File: config.mk
export PLATFORM = sky130hd
export DESIGN_NAME = ifc_ctrl
export DESIGN_NICKNAME = d
export VERILOG_FILES = /design/src/design/ifc_route_mem.v /design/src/design/ifc_ctrl.v
export VERILOG_INCLUDE_DIRS = /design/src /design/src/pkg
export SDC_FILE = /design/constraint.sdc
export NUM_CORES = 1
export LEC_CHECK = 0
export ABC_AREA = 1
export BUFFER_PORTS_ARGS = -buffer_cell sky130_fd_sc_hd__buf_2
export CORE_ASPECT_RATIO = 1.1
export CORE_UTILIZATION = 25
export CTS_CLUSTER_DIAMETER = 80
export DETAILED_ROUTE_END_ITERATION = 8
export GPL_TIMING_DRIVEN = 0
export SYNTH_ARGS = -nofsm -noshare
export SYNTH_HDL_FRONTEND = slang
export SYNTH_HIERARCHICAL = 1
export SYNTH_SLANG_ARGS = --single-unit
File: constraint.sdc
create_clock -name CORE_CLK -period 4.92 [get_ports CORE_CLK]
set_input_delay 0 -clock CORE_CLK [delete_from_list [all_inputs] [get_ports CORE_CLK]]
set_output_delay 0 -clock CORE_CLK [all_outputs]
set_load 0.01 [all_outputs]
File: src/pkg/ifc_map.vh
// ifc_map.vh: constants of the interface configuration controller
`ifndef IFC_MAP_VH
`define IFC_MAP_VH

// timing
`define IFC_CLK_KHZ 50000
`define IFC_QUIET_MS 4000
`define IFC_FLASH_MS 250
`define IFC_DP_STEP_MS 50
// cycle counts at the core clock, sized to the 28-bit counters
`define IFC_QUIET_CYC 28'hBEBC200
`define IFC_FLASH_CYC 28'h0BEBC20
`define IFC_DP_CYC 28'h02625A0

// input rate classification, kHz
`define IFC_DS_MIN_KHZ 8'h3C
`define IFC_DS_MAX_KHZ 8'h64
`define IFC_QS_MIN_KHZ 8'hA2
`define IFC_QS_MAX_KHZ 8'hC8

// internal base rates, units of 100 Hz
`define IFC_RATE_44_X10 11'h1B9
`define IFC_RATE_48_X10 11'h1E0

// speed range codes
`define IFC_SPD_SS 2'h0
`define IFC_SPD_DS 2'h1
`define IFC_SPD_QS 2'h2

// clock source index in the stored word
`define IFC_CK_AES 3'h0
`define IFC_CK_MADI 3'h1
`define IFC_CK_WCK 3'h2
`define IFC_CK_I44 3'h3
`define IFC_CK_I48 3'h4

// stored settings word layout
`define IFC_SW_W 11
`define IFC_SW_CLK 0
`define IFC_SW_SPD 3
`define IFC_SW_FMT 5
`define IFC_SW_FRM 6
`define IFC_SW_COAX 7
`define IFC_SW_REM 8
`define IFC_SW_OFS 9
`define IFC_SW_AUTO 10

// routing matrix
`define IFC_N_OUT 7'h4A
`define IFC_N_IN 7'h48
`define IFC_RT_MUTE 8'h80

`endif

File: src/design/ifc_route_mem.v
// ifc_route_mem.v: routing table, one source entry per output
`timescale 1ns/1ps
`default_nettype none
`include "ifc_map.vh"
module ifc_route_mem #(
	parameter DEPTH = 74,
	parameter AW = 7,
	parameter DW = 8
) (
	// clock and reset
	input wire clk,
	input wire rst,
	// write port
	input wire we,
	input wire [AW-1:0] waddr,
	input wire [DW-1:0] wdata,
	// read port
	input wire [AW-1:0] raddr,
	output reg [DW-1:0] rdata_r
);

reg [DW-1:0] mem [0:DEPTH-1];

always @(posedge clk) begin
	if (we)
		mem[waddr] <= wdata;
end

always @(posedge clk) begin
	if (rst)
		rdata_r <= `IFC_RT_MUTE;
	else
		rdata_r <= mem[raddr];
end

endmodule
`default_nettype wire

File: src/design/ifc_ctrl.v
// ifc_ctrl.v: configuration and state indication controller of the converter
// Overview of operation
// - AES double-speed LED for 60..100 kHz
// - AES quad-speed LED for 162..200 kHz
// - clock button cycles AES, link, word, 44.1, 48
// - speed range multiplies the internal base rate
// - output format selects 56 or 64 channels
// - 96k framing only when double speed permits
// - input selector picks optical or coaxial port
// - fourteen multichannel input state indicators
// - input sync LED shows sync to reference
// - per-AES sync LED flashes when locked unsynced
// - one audio-presence LED per AES input
// - remote commands via MIDI ports or link
// - matrix always active, output chosen then input
// - each output holds one source, no summing
// - store settings after 4 s quiet, restore
// - moving decimal point while storing
// - group audio LED on any nonzero channel
// - lowest locked AES input is reference
// - sync LED steady when synced, flashes when locked unsynced, dark without lock
`timescale 1ns/1ps
`default_nettype none
`include "ifc_map.vh"
module ifc_ctrl #(
	parameter [27:0] QUIET_CYC = `IFC_QUIET_CYC,
	parameter [27:0] FLASH_CYC = `IFC_FLASH_CYC,
	parameter [27:0] DP_CYC = `IFC_DP_CYC,
	parameter N_AES = 4
) (
	// clock and reset
	input wire CORE_CLK,
	input wire RST,
	// front panel buttons, asynchronous
	input wire BTN_IN_PORT,
	input wire BTN_FORMAT,
	input wire BTN_FRAME,
	input wire BTN_CLOCK,
	input wire BTN_SPEED,
	input wire BTN_REMOTE,
	input wire BTN_OFFSET,
	input wire BTN_AUTO,
	// routing edit from panel logic
	input wire ROUTE_OUT_STB,
	input wire [6:0] ROUTE_OUT_SEL,
	input wire ROUTE_IN_STB,
	input wire [6:0] ROUTE_IN_SEL,
	input wire ROUTE_MUTE_STB,
	// routing lookup for the datapath
	input wire [6:0] ROUTE_RD_ADDR,
	output wire [6:0] ROUTE_RD_SRC,
	output wire ROUTE_RD_MUTE,
	output wire ROUTE_READY,
	// AES receivers
	input wire [N_AES*8-1:0] AES_RATE_KHZ,
	input wire [N_AES-1:0] AES_LOCK,
	input wire [N_AES-1:0] AES_SYNC,
	input wire [N_AES-1:0] AES_AUDIO,
	output reg [N_AES-1:0] LED_AES_DS,
	output reg [N_AES-1:0] LED_AES_QS,
	output reg [N_AES-1:0] LED_AES_SYNC,
	output reg [N_AES-1:0] LED_AES_AUDIO,
	// multichannel receiver
	input wire MADI_LOCK,
	input wire MADI_SYNC,
	input wire MADI_AUTO,
	input wire MADI_IS64,
	input wire MADI_IS96,
	input wire [63:0] MADI_CH_NZ,
	output reg LED_IN_COAX,
	output reg LED_IN_AUTO,
	output reg LED_IN_ERR,
	output reg LED_IN_SYNC,
	output reg LED_IN_64,
	output reg LED_IN_96,
	output reg [7:0] LED_IN_AUDIO,
	// word clock receiver
	input wire WCK_LOCK,
	// configuration
	output wire IN_SEL_COAX,
	output wire OUT_FMT_64,
	output wire OUT_FRAME_96,
	output wire REMOTE_VIA_LINK,
	output wire OFFSET_EN,
	output wire AUTO_ASSIGN,
	output wire [4:0] CLK_SEL,
	output wire [1:0] SPEED_RANGE,
	output reg [10:0] INT_RATE_X10,
	output reg [1:0] AES_REF_IDX,
	output reg REF_VALID,
	output reg [4:0] LED_CLK,
	output reg LED_DS,
	output reg LED_QS,
	// settings storage
	output reg NV_STORE,
	output reg [`IFC_SW_W-1:0] NV_WR_DATA,
	input wire NV_DONE,
	input wire NV_RESTORE_VALID,
	input wire [`IFC_SW_W-1:0] NV_RESTORE_DATA,
	output wire STORE_BUSY,
	output reg [3:0] DP_POS
);

localparam [4:0] CK_AES = 5'h01;
localparam [4:0] CK_MADI = 5'h02;
localparam [4:0] CK_WCK = 5'h04;
localparam [4:0] CK_I44 = 5'h08;
localparam [4:0] CK_I48 = 5'h10;
localparam [2:0] ST_IDLE = 3'h1;
localparam [2:0] ST_REQ = 3'h2;
localparam [2:0] ST_BUSY = 3'h4;

// button synchronisers and press detect
wire [7:0] btn_raw = {BTN_AUTO, BTN_OFFSET, BTN_REMOTE, BTN_SPEED,
	BTN_CLOCK, BTN_FRAME, BTN_FORMAT, BTN_IN_PORT};
reg [7:0] btn_s1_r;
reg [7:0] btn_s2_r;
reg [7:0] btn_d_r;
wire [7:0] press = btn_s2_r & ~btn_d_r;

always @(posedge CORE_CLK) begin
	if (RST) begin
		btn_s1_r <= 8'h00;
		btn_s2_r <= 8'h00;
		btn_d_r <= 8'h00;
	end else begin
		btn_s1_r <= btn_raw;
		btn_s2_r <= btn_s1_r;
		btn_d_r <= btn_s2_r;
	end
end

// settings state
reg [4:0] clk_r;
reg [4:0] clk_nxt;
reg [1:0] spd_r;
reg fmt_r;
reg frm_r;
reg coax_r;
reg rem_r;
reg ofs_r;
reg auto_r;
reg [2:0] rs_idx;
reg [4:0] rs_clk;

always @* begin
	case (clk_r)
		CK_AES: clk_nxt = CK_MADI;
		CK_MADI: clk_nxt = CK_WCK;
		CK_WCK: clk_nxt = CK_I44;
		CK_I44: clk_nxt = CK_I48;
		default: clk_nxt = CK_AES;
	endcase
end

always @* begin
	rs_idx = NV_RESTORE_DATA[`IFC_SW_CLK+2:`IFC_SW_CLK];
	case (rs_idx)
		`IFC_CK_AES: rs_clk = CK_AES;
		`IFC_CK_MADI: rs_clk = CK_MADI;
		`IFC_CK_WCK: rs_clk = CK_WCK;
		`IFC_CK_I44: rs_clk = CK_I44;
		default: rs_clk = CK_I48;
	endcase
end

always @(posedge CORE_CLK) begin
	if (RST) begin
		clk_r <= CK_I48;
		spd_r <= `IFC_SPD_SS;
		fmt_r <= 1'b0;
		frm_r <= 1'b0;
		coax_r <= 1'b0;
		rem_r <= 1'b0;
		ofs_r <= 1'b0;
		auto_r <= 1'b0;
	end else if (NV_RESTORE_VALID) begin
		clk_r <= rs_clk;
		if (NV_RESTORE_DATA[`IFC_SW_SPD+1:`IFC_SW_SPD] == `IFC_SPD_QS)
			spd_r <= `IFC_SPD_QS;
		else
			spd_r <= NV_RESTORE_DATA[`IFC_SW_SPD+1:`IFC_SW_SPD] & `IFC_SPD_DS;
		fmt_r <= NV_RESTORE_DATA[`IFC_SW_FMT];
		frm_r <= NV_RESTORE_DATA[`IFC_SW_FRM];
		coax_r <= NV_RESTORE_DATA[`IFC_SW_COAX];
		rem_r <= NV_RESTORE_DATA[`IFC_SW_REM];
		ofs_r <= NV_RESTORE_DATA[`IFC_SW_OFS];
		auto_r <= NV_RESTORE_DATA[`IFC_SW_AUTO] & NV_RESTORE_DATA[`IFC_SW_OFS];
	end else begin
		if (press[0])
			coax_r <= ~coax_r;
		if (press[1])
			fmt_r <= ~fmt_r;
		if (press[2])
			frm_r <= ~frm_r;
		if (press[3])
			clk_r <= clk_nxt;
		if (press[4]) begin
			if (spd_r == `IFC_SPD_SS)
				spd_r <= `IFC_SPD_DS;
			else if (spd_r == `IFC_SPD_DS)
				spd_r <= `IFC_SPD_QS;
			else
				spd_r <= `IFC_SPD_SS;
		end
		if (press[5])
			rem_r <= ~rem_r;
		if (press[6])
			ofs_r <= ~ofs_r;
		if (!ofs_r || press[6])
			auto_r <= 1'b0;
		else if (press[7])
			auto_r <= ~auto_r;
	end
end

assign IN_SEL_COAX = coax_r;
assign OUT_FMT_64 = fmt_r;
assign OUT_FRAME_96 = frm_r & (spd_r == `IFC_SPD_DS);
assign REMOTE_VIA_LINK = rem_r;
assign OFFSET_EN = ofs_r;
assign AUTO_ASSIGN = auto_r;
assign CLK_SEL = clk_r;
assign SPEED_RANGE = spd_r;

// reference selection
reg [1:0] aes_ref;
reg ref_ok;
integer i;

always @* begin
	aes_ref = 2'h0;
	for (i = N_AES - 1; i >= 0; i = i - 1) begin
		if (AES_LOCK[i])
			aes_ref = i[1:0];
	end
	case (clk_r)
		CK_AES: ref_ok = |AES_LOCK;
		CK_MADI: ref_ok = MADI_LOCK;
		CK_WCK: ref_ok = WCK_LOCK;
		default: ref_ok = 1'b1;
	endcase
end

// flash and moving point dividers
reg [27:0] fl_cnt_r;
reg flash_r;
reg [27:0] dp_cnt_r;
wire dp_step = (dp_cnt_r == DP_CYC - 28'h0000001);
reg [2:0] st_r;

always @(posedge CORE_CLK) begin
	if (RST) begin
		fl_cnt_r <= 28'h0000000;
		flash_r <= 1'b0;
		dp_cnt_r <= 28'h0000000;
	end else begin
		if (fl_cnt_r == FLASH_CYC - 28'h0000001) begin
			fl_cnt_r <= 28'h0000000;
			flash_r <= ~flash_r;
		end else begin
			fl_cnt_r <= fl_cnt_r + 28'h0000001;
		end
		if (st_r == ST_IDLE || dp_step)
			dp_cnt_r <= 28'h0000000;
		else
			dp_cnt_r <= dp_cnt_r + 28'h0000001;
	end
end

// indicators
integer k;

always @(posedge CORE_CLK) begin
	if (RST) begin
		LED_AES_DS <= {N_AES{1'b0}};
		LED_AES_QS <= {N_AES{1'b0}};
		LED_AES_SYNC <= {N_AES{1'b0}};
		LED_AES_AUDIO <= {N_AES{1'b0}};
		LED_IN_COAX <= 1'b0;
		LED_IN_AUTO <= 1'b0;
		LED_IN_ERR <= 1'b0;
		LED_IN_SYNC <= 1'b0;
		LED_IN_64 <= 1'b0;
		LED_IN_96 <= 1'b0;
		LED_IN_AUDIO <= 8'h00;
		INT_RATE_X10 <= `IFC_RATE_48_X10;
		AES_REF_IDX <= 2'h0;
		REF_VALID <= 1'b0;
		LED_CLK <= 5'h00;
		LED_DS <= 1'b0;
		LED_QS <= 1'b0;
	end else begin
		for (k = 0; k < N_AES; k = k + 1) begin
			LED_AES_DS[k] <= AES_RATE_KHZ[k*8 +: 8] >= `IFC_DS_MIN_KHZ &&
				AES_RATE_KHZ[k*8 +: 8] <= `IFC_DS_MAX_KHZ;
			LED_AES_QS[k] <= AES_RATE_KHZ[k*8 +: 8] >= `IFC_QS_MIN_KHZ &&
				AES_RATE_KHZ[k*8 +: 8] <= `IFC_QS_MAX_KHZ;
			LED_AES_SYNC[k] <= AES_LOCK[k] & (AES_SYNC[k] | flash_r);
		end
		LED_AES_AUDIO <= AES_AUDIO & AES_LOCK;
		LED_IN_COAX <= coax_r;
		LED_IN_AUTO <= MADI_AUTO;
		LED_IN_ERR <= ~MADI_LOCK;
		LED_IN_SYNC <= MADI_LOCK & (MADI_SYNC | flash_r);
		LED_IN_64 <= MADI_LOCK & MADI_IS64;
		LED_IN_96 <= MADI_LOCK & MADI_IS96;
		for (k = 0; k < 8; k = k + 1)
			LED_IN_AUDIO[k] <= MADI_LOCK & (|MADI_CH_NZ[k*8 +: 8]);
		if (clk_r == CK_I44)
			INT_RATE_X10 <= `IFC_RATE_44_X10 << spd_r;
		else
			INT_RATE_X10 <= `IFC_RATE_48_X10 << spd_r;
		AES_REF_IDX <= aes_ref;
		REF_VALID <= ref_ok;
		LED_CLK <= clk_r & {5{ref_ok | flash_r}};
		LED_DS <= (spd_r == `IFC_SPD_DS);
		LED_QS <= (spd_r == `IFC_SPD_QS);
	end
end

// routing matrix edit and reset sweep
reg [6:0] sel_out_r;
reg clr_r;
reg [6:0] clr_cnt_r;
reg rd_oor_r;
reg rt_we;
reg [6:0] rt_waddr;
reg [7:0] rt_wdata;
wire [7:0] rt_rdata;

always @* begin
	rt_we = 1'b0;
	rt_waddr = sel_out_r;
	rt_wdata = `IFC_RT_MUTE;
	if (clr_r) begin
		rt_we = 1'b1;
		rt_waddr = clr_cnt_r;
	end else if (ROUTE_IN_STB && ROUTE_IN_SEL < `IFC_N_IN) begin
		rt_we = 1'b1;
		rt_wdata = {1'b0, ROUTE_IN_SEL};
	end else if (ROUTE_MUTE_STB) begin
		rt_we = 1'b1;
	end
end

always @(posedge CORE_CLK) begin
	if (RST) begin
		sel_out_r <= 7'h00;
		clr_r <= 1'b1;
		clr_cnt_r <= 7'h00;
		rd_oor_r <= 1'b1;
	end else begin
		if (ROUTE_OUT_STB && ROUTE_OUT_SEL < `IFC_N_OUT)
			sel_out_r <= ROUTE_OUT_SEL;
		if (clr_r) begin
			clr_cnt_r <= clr_cnt_r + 7'h01;
			if (clr_cnt_r == `IFC_N_OUT - 7'h01)
				clr_r <= 1'b0;
		end
		rd_oor_r <= clr_r || ROUTE_RD_ADDR >= `IFC_N_OUT;
	end
end

ifc_route_mem #(
	.DEPTH(74),
	.AW(7),
	.DW(8)
) u_route (
	.clk(CORE_CLK),
	.rst(RST),
	.we(rt_we),
	.waddr(rt_waddr),
	.wdata(rt_wdata),
	.raddr(ROUTE_RD_ADDR),
	.rdata_r(rt_rdata)
);

assign ROUTE_RD_SRC = rt_rdata[6:0];
assign ROUTE_RD_MUTE = rt_rdata[7] | rd_oor_r;
assign ROUTE_READY = ~clr_r;

// settings store after a quiet period
reg [2:0] clk_idx;

always @* begin
	if (clk_r == CK_AES)
		clk_idx = `IFC_CK_AES;
	else if (clk_r == CK_MADI)
		clk_idx = `IFC_CK_MADI;
	else if (clk_r == CK_WCK)
		clk_idx = `IFC_CK_WCK;
	else if (clk_r == CK_I44)
		clk_idx = `IFC_CK_I44;
	else
		clk_idx = `IFC_CK_I48;
end

wire [`IFC_SW_W-1:0] sw = {auto_r, ofs_r, rem_r, coax_r, frm_r, fmt_r, spd_r, clk_idx};
reg [`IFC_SW_W-1:0] sw_prev_r;
reg rs_mask_r;
reg pend_r;
reg [27:0] q_cnt_r;
wire changed = (sw != sw_prev_r && !rs_mask_r) || (rt_we && !clr_r);
wire quiet = pend_r && q_cnt_r == QUIET_CYC - 28'h0000001;

always @(posedge CORE_CLK) begin
	if (RST) begin
		sw_prev_r <= {`IFC_SW_W{1'b0}};
		rs_mask_r <= 1'b1;
		pend_r <= 1'b0;
		q_cnt_r <= 28'h0000000;
		st_r <= ST_IDLE;
		NV_STORE <= 1'b0;
		NV_WR_DATA <= {`IFC_SW_W{1'b0}};
		DP_POS <= 4'h0;
	end else begin
		sw_prev_r <= sw;
		rs_mask_r <= NV_RESTORE_VALID;
		NV_STORE <= 1'b0;
		if (changed) begin
			pend_r <= 1'b1;
			q_cnt_r <= 28'h0000000;
		end else if (quiet && st_r == ST_IDLE) begin
			pend_r <= 1'b0;
			q_cnt_r <= 28'h0000000;
		end else if (pend_r && !quiet) begin
			q_cnt_r <= q_cnt_r + 28'h0000001;
		end
		case (st_r)
			ST_IDLE: begin
				DP_POS <= 4'h0;
				if (quiet && !changed)
					st_r <= ST_REQ;
			end
			ST_REQ: begin
				NV_STORE <= 1'b1;
				NV_WR_DATA <= sw;
				DP_POS <= 4'h1;
				st_r <= ST_BUSY;
			end
			ST_BUSY: begin
				if (dp_step)
					DP_POS <= {DP_POS[2:0], DP_POS[3]};
				if (NV_DONE)
					st_r <= ST_IDLE;
			end
			default: st_r <= ST_IDLE;
		endcase
	end
end

assign STORE_BUSY = (st_r != ST_IDLE);

endmodule
`default_nettype wire

After elaboration in Yosys (flattened, before gate mapping)
Memories as Yosys holds them, arrays and structs flattened. A register that Yosys moved wholly into a read port is not among the register bits.
Index checks and enable logic that the tools add are counted.
{"block": "word_totals", "register_bits": 221, "mem_bits_rw": 592, "in_bits": 161, "word_cells": 231, "memories": 1}
{"block": "op_classes", "addsub": 4, "n_lt_le_gt_ge": 19, "n_eq_ne": 22, "shift": 2, "mux": 49, "n_bitwise": 37, "reduce_logical": 53}
{"memory": "u_route.mem", "depth": 74, "width": 8, "read_ports": 1, "rd_clocked_by_memory_dff": 1, "wr": 1, "line": "ifc_route_mem.v:22", "rtl": "reg [DW-1:0] mem [0:DEPTH-1];"}
{"op": "$add A28 B1 Y28 const B", "count": 3}
{"op": "$reduce_or A8 Y1", "count": 8}
{"op": "$pmux W5 S4", "count": 2}
{"op": "$ge A8 B6 Y1 const B", "count": 4}
{"op": "$ge A8 B8 Y1 const B", "count": 4}
{"op": "$le A8 B7 Y1 const B", "count": 4}
{"op": "$le A8 B8 Y1 const B", "count": 4}
{"op": "$eq A28 B22 Y1 const B", "count": 1}
{"op": "$eq A28 B24 Y1 const B", "count": 1}
{"op": "$eq A28 B28 Y1 const B", "count": 1}
{"op": "$mux W1", "count": 24}
{"op": "$shl A9 B2 Y11 const A", "count": 2}
{"op": "$mux W3", "count": 6}
{"op": "$and A1 B1 Y1", "count": 17}
{"op": "$logic_and A1 B1 Y1", "count": 16}
{"op": "$mux W8", "count": 2}
{"op": "$reduce_bool A2 Y1", "count": 8}
{"op": "$lt A7 B7 Y1 const B", "count": 2}
{"op": "$mux W2", "count": 7}
{"op": "$pmux W4 S3", "count": 1}
{"op": "$mux W11", "count": 1}
{"op": "$ne A11 B11 Y1", "count": 1}
{"op": "$mux W5", "count": 2}
{"op": "$eq A3 B2 Y1 const B", "count": 3}
{"op": "33 further kinds", "count": 62}

Depth between registers and ports, before layout
{"block": "logic_depth", "depth_word": 12, "ltp_mapped": 14, "ltp_nobuf": 13}

Modules after synthesis
Netlist, hierarchy kept.
{"mod": "ifc_route_mem", "n_inst": 1, "cells_each": 2096, "area_each_um2": 24611.1, "seq_area_each_um2": 17937.2}
{"mod": "ifc_ctrl", "n_inst": 1, "cells_each": 1382, "area_each_um2": 9930.8, "seq_area_each_um2": 4384.2}

Worst setup path before layout
No wires, ideal clock.
{"block": "synth_path", "kind": "register to register", "startpoint": "register clr_r", "endpoint": "memory u_route.mem[0][0] (data pin)", "setup_time_ns": 0.545, "t_arrival_ns": 3.784, "t_required_ns": 4.375, "path_slack_ns": 0.592, "stages_incl_launch_ff": 4, "path_buffers": 0, "cell_sequence": "dfxtp_1 > inv_1 > nand3_1 > nor2_1"}
{"block": "synth_via", "elab_chain_len": 1}
{"element": "start: declaration", "line": "ifc_ctrl.v:324", "rtl": "reg clr_r;"}
{"element": "start signal: assignment", "line": "ifc_ctrl.v:350", "rtl": "clr_r <= 1'b1;"}
{"element": "start signal: assignment", "line": "ifc_ctrl.v:359", "rtl": "clr_r <= 1'b0;"}
{"element": "$mux W8", "line": "ifc_ctrl.v:336", "rtl": "if (clr_r) begin"}
{"element": "via rt_wdata[0]", "line": "ifc_ctrl.v:329", "rtl": "reg [7:0] rt_wdata;"}
{"element": "end: declaration", "line": "ifc_route_mem.v:22"}
The timed path passes the listed nets, and every way through them passes these cells.

Worst setup path in the final report
{"block": "layout_path", "startpoint": "register clr_r", "endpoint": "memory u_route.mem[51][4], enable pin"}
{"element": "$mux W7", "line": "ifc_ctrl.v:336"}
{"element": "via rt_waddr[1]", "line": "ifc_ctrl.v:328", "rtl": "reg [6:0] rt_waddr;"}
The timed path passes the listed nets, and every way through them passes these cells.

==> metrics <==
outcome=completed; clock sinks=819; Routed WL per cell=around 20 µm; fin. max-slew vios=0; clk_lat worst skew=approximately 700 ps; Post-Syn Area=34500 µm²; CTS buffer count=a little under 90; maximum vdd ir drop=~0.00023 V; Routability Congestion=approximately 0.97; die height=about 390 µm; layout cells sized above 1=0.144; Lkg Pwr=~0.017 µW; Post-CTS Repair Setup Buffers=0; HP Class=in -> reg; crit path time final=around 3800 ps; port bufs=248; Max Cap Viol=0; vias in the first global route=approximately 26000; CORE AREA=137000 µm²; TNS Setup=0 ps; largest net degree at the start of global routing=approximately 80; Post-synth EDFFs=about 600; area delta synth->final=23.5%; Cells after Synth=between 3000 and 4000; H-tree depth=3; ys flop type=edfxtp_1; CP top delay family=simple AND/OR/NAND/NOR gates; GR Util All Layers=0.163; CTS tree=done; startpoint types=register; Worst-Margin Slew=1150 ps; nets@finish=approximately 4100; clk slew on worst S/H paths=around 60 ps; Final Hold Fails=0; first-pass GRT wire length=approximately 170000 µm; initial DRC count=2300; drt pass-1 iters=6; Ports=~250; Rel. slew slack=0.230; Seq/Total Area, Yosys=0.646; routed vias/inst=4.66; most frequent cell after synthesis=nand2_1; worst path bufs/invs=3; Critical Path Fanout Max=10; syn nets=approximately 3600; Post-synth top cells=nand2_1, edfxtp_1, nand3_1; initial antenna violation count=9; YS warnings=6; critical path class=reg -> reg; DRC viols=0; remaining antenna violation count after routing=0; Async S/R FF share, synth=0; DIE WIDTH=between 300 and 400 µm; clk root buf=clkbuf_16; GRT Residual Overflow=0; RSZ-0062 raised after global routing=false; Pwr per Cell Area=around 360 nW/µm²; Mean Syn Cell Area=9.93 µm²; endpoints failing setup=0; CTS Buffer Depth=3; top cells by area, synth=edfxtp_1, dfxtp_1, nand2_1; Worst setup EP type=register; Vias=roughly 27000; Final HPWL DP=roughly 83000 µm; Total Wirelength=around 120000 µm; CP max stage delay=1000 ps; Tot Pwr=15200 µW; Hold Slack=between 40 and 50 ps; Max Freq=about 270 MHz; Clock Skew=53.7 ps; synthesized flop and latch total=around 820; Synth cell types=53; Yosys top cell by area=edfxtp_1; die area=roughly 140000 µm²; # rows=between 100 and 150; Worst Path Arrival=~4000 ps; fillers=approximately 14000; Yosys top cell area share=0.515; period utilisation layout=0.766; Required @ worst endpoint=5220 ps; CP cell instances=clkbuf_1 -> clkbuf_1 -> nand2_1 -> o21ai_0 -> inv_1 -> nor3_1 -> nand2_1 -> nor2_1; Slowest-stage cell, CP=nor2_1; Initial Util=0.253
-- area by class of cell --
class / count / area (µm²) / area share
antenna: 5 / 12.5 / 0.000293
buffer: 158 / 970 / 0.0227
clock buffer: 111 / 2350 / 0.0551
clock inverter: 50 / 582 / 0.0136
inverter: 260 / 981 / 0.0230
multi-input combinational: 2241 / 10300 / 0.242
sequential: 819 / 22300 / 0.523
tap: 1800 / 2250 / 0.0528
timing repair buffer: 389 / 2850 / 0.0668
-- per-layer routing --
layer,GRT usage,part of all wire,vias up
met3,0.0309,0.076,243
met4,0.0765,0.045,4
met5,0,0.00023,-
li1,-,-,12800
met1,0.190,0.38,13000
met2,0.287,0.50,1197
-- path summary, 6_finish.rpt --
check             depth (start not counted)         from                 end  slack, ps
setup / recovery                          8        clr_r  u_route/mem[51][4]       1150
hold / removal                            4    BTN_CLOCK         btn_s1_r[3]         40
setup reg to reg                          8        clr_r  u_route/mem[51][4]       1150
hold reg to reg                           2  btn_s1_r[1]         btn_s2_r[1]        400
-- sequential cells by signal, summed over array words and instances, names as in the netlist, 4 cells and up --
register / cells
CLK_SEL: 5
DP_POS: 4
INT_RATE_X10: 10
LED_AES_AUDIO: 4
LED_AES_DS: 4
LED_AES_QS: 4
LED_AES_SYNC: 4
LED_CLK: 5
LED_IN_AUDIO: 8
NV_WR_DATA: 11
btn_d_r: 8
btn_s1_r: 8
btn_s2_r: 8
clr_cnt_r: 7
dp_cnt_r: 28
fl_cnt_r: 28
q_cnt_r: 28
sel_out_r: 7
sw_prev_r: 11
u_route/mem: 592
u_route/rdata_r: 8
-- worst min-delay path, stage by stage --
cell and delay (ps):
dlygate4sd3_1 520, buf_2 90, inv_1 30, nor2_1 60
-- through the flow --
| stage | cell area [µm²] | utilization | setup slack [ps] | std cells |
|---|---|---|---|---|
| after floorplan | 34500 | - | 592 | 3478 |
| after global placement | 38000 | 0.278 | -4030 | 5526 |
| after detailed placement | 38400 | 0.281 | 1420 | 5541 |
| after CTS | 42600 | 0.312 | 1370 | 5828 |
| after global routing | 42700 | 0.312 | 1010 | 5833 |
| final | 42700 | 0.312 | 1150 | 5833 |
-- power by group --
| group | leakage, µW | switching [µW] | internal [µW] | total [µW] |
|---|---|---|---|---|
| registers | 0.00844 | 35.6 | 7380 | 7410 |
| clock network | 0.00142 | 2850 | 3890 | 6750 |
| logic | 0.00685 | 705 | 341 | 1050 |
-- repair_timing --
action | in CTS | in global routing
gates resized for setup | 0 | 0
hold endpoints to repair | 329 | 0
hold buffers | 126 | 0
-- layout by cell type, fill, tap and decap left out, types with 15 or more instances in the layout --
cell	count
nor2_1	322
clkbuf_1	48
clkinv_2	15
nor3_1	60
o211ai_1	30
nand3_1	515
inv_1	250
xor2_1	36
nor2_2	26
edfxtp_1	592
a21oi_1	65
clkbuf_16	89
buf_1	16
dfxtp_1	227
buf_4	16
nor4_1	26
nand2_1	923
buf_2	311
nand4_1	21
o21ai_0	80
o21ai_1	32
buf_6	30
dlygate4sd3_1	126
-- cell families (layout without fill, tap and decap cells) --
kind of cell	count (synthesis)	in the layout	share of synthesized area
AOI/OAI and AO/OA	248	248	0.0412
DFF	819	819	0.646
adders and majority gates	5	5	0.00181
other	0	5	0
xor gates and xnor gates	43	43	0.0109
buffers and inverters	418	968	0.0565
and+or+nand+nor	1945	1945	0.243
Note: power is estimated with default switching activity, not from simulation.
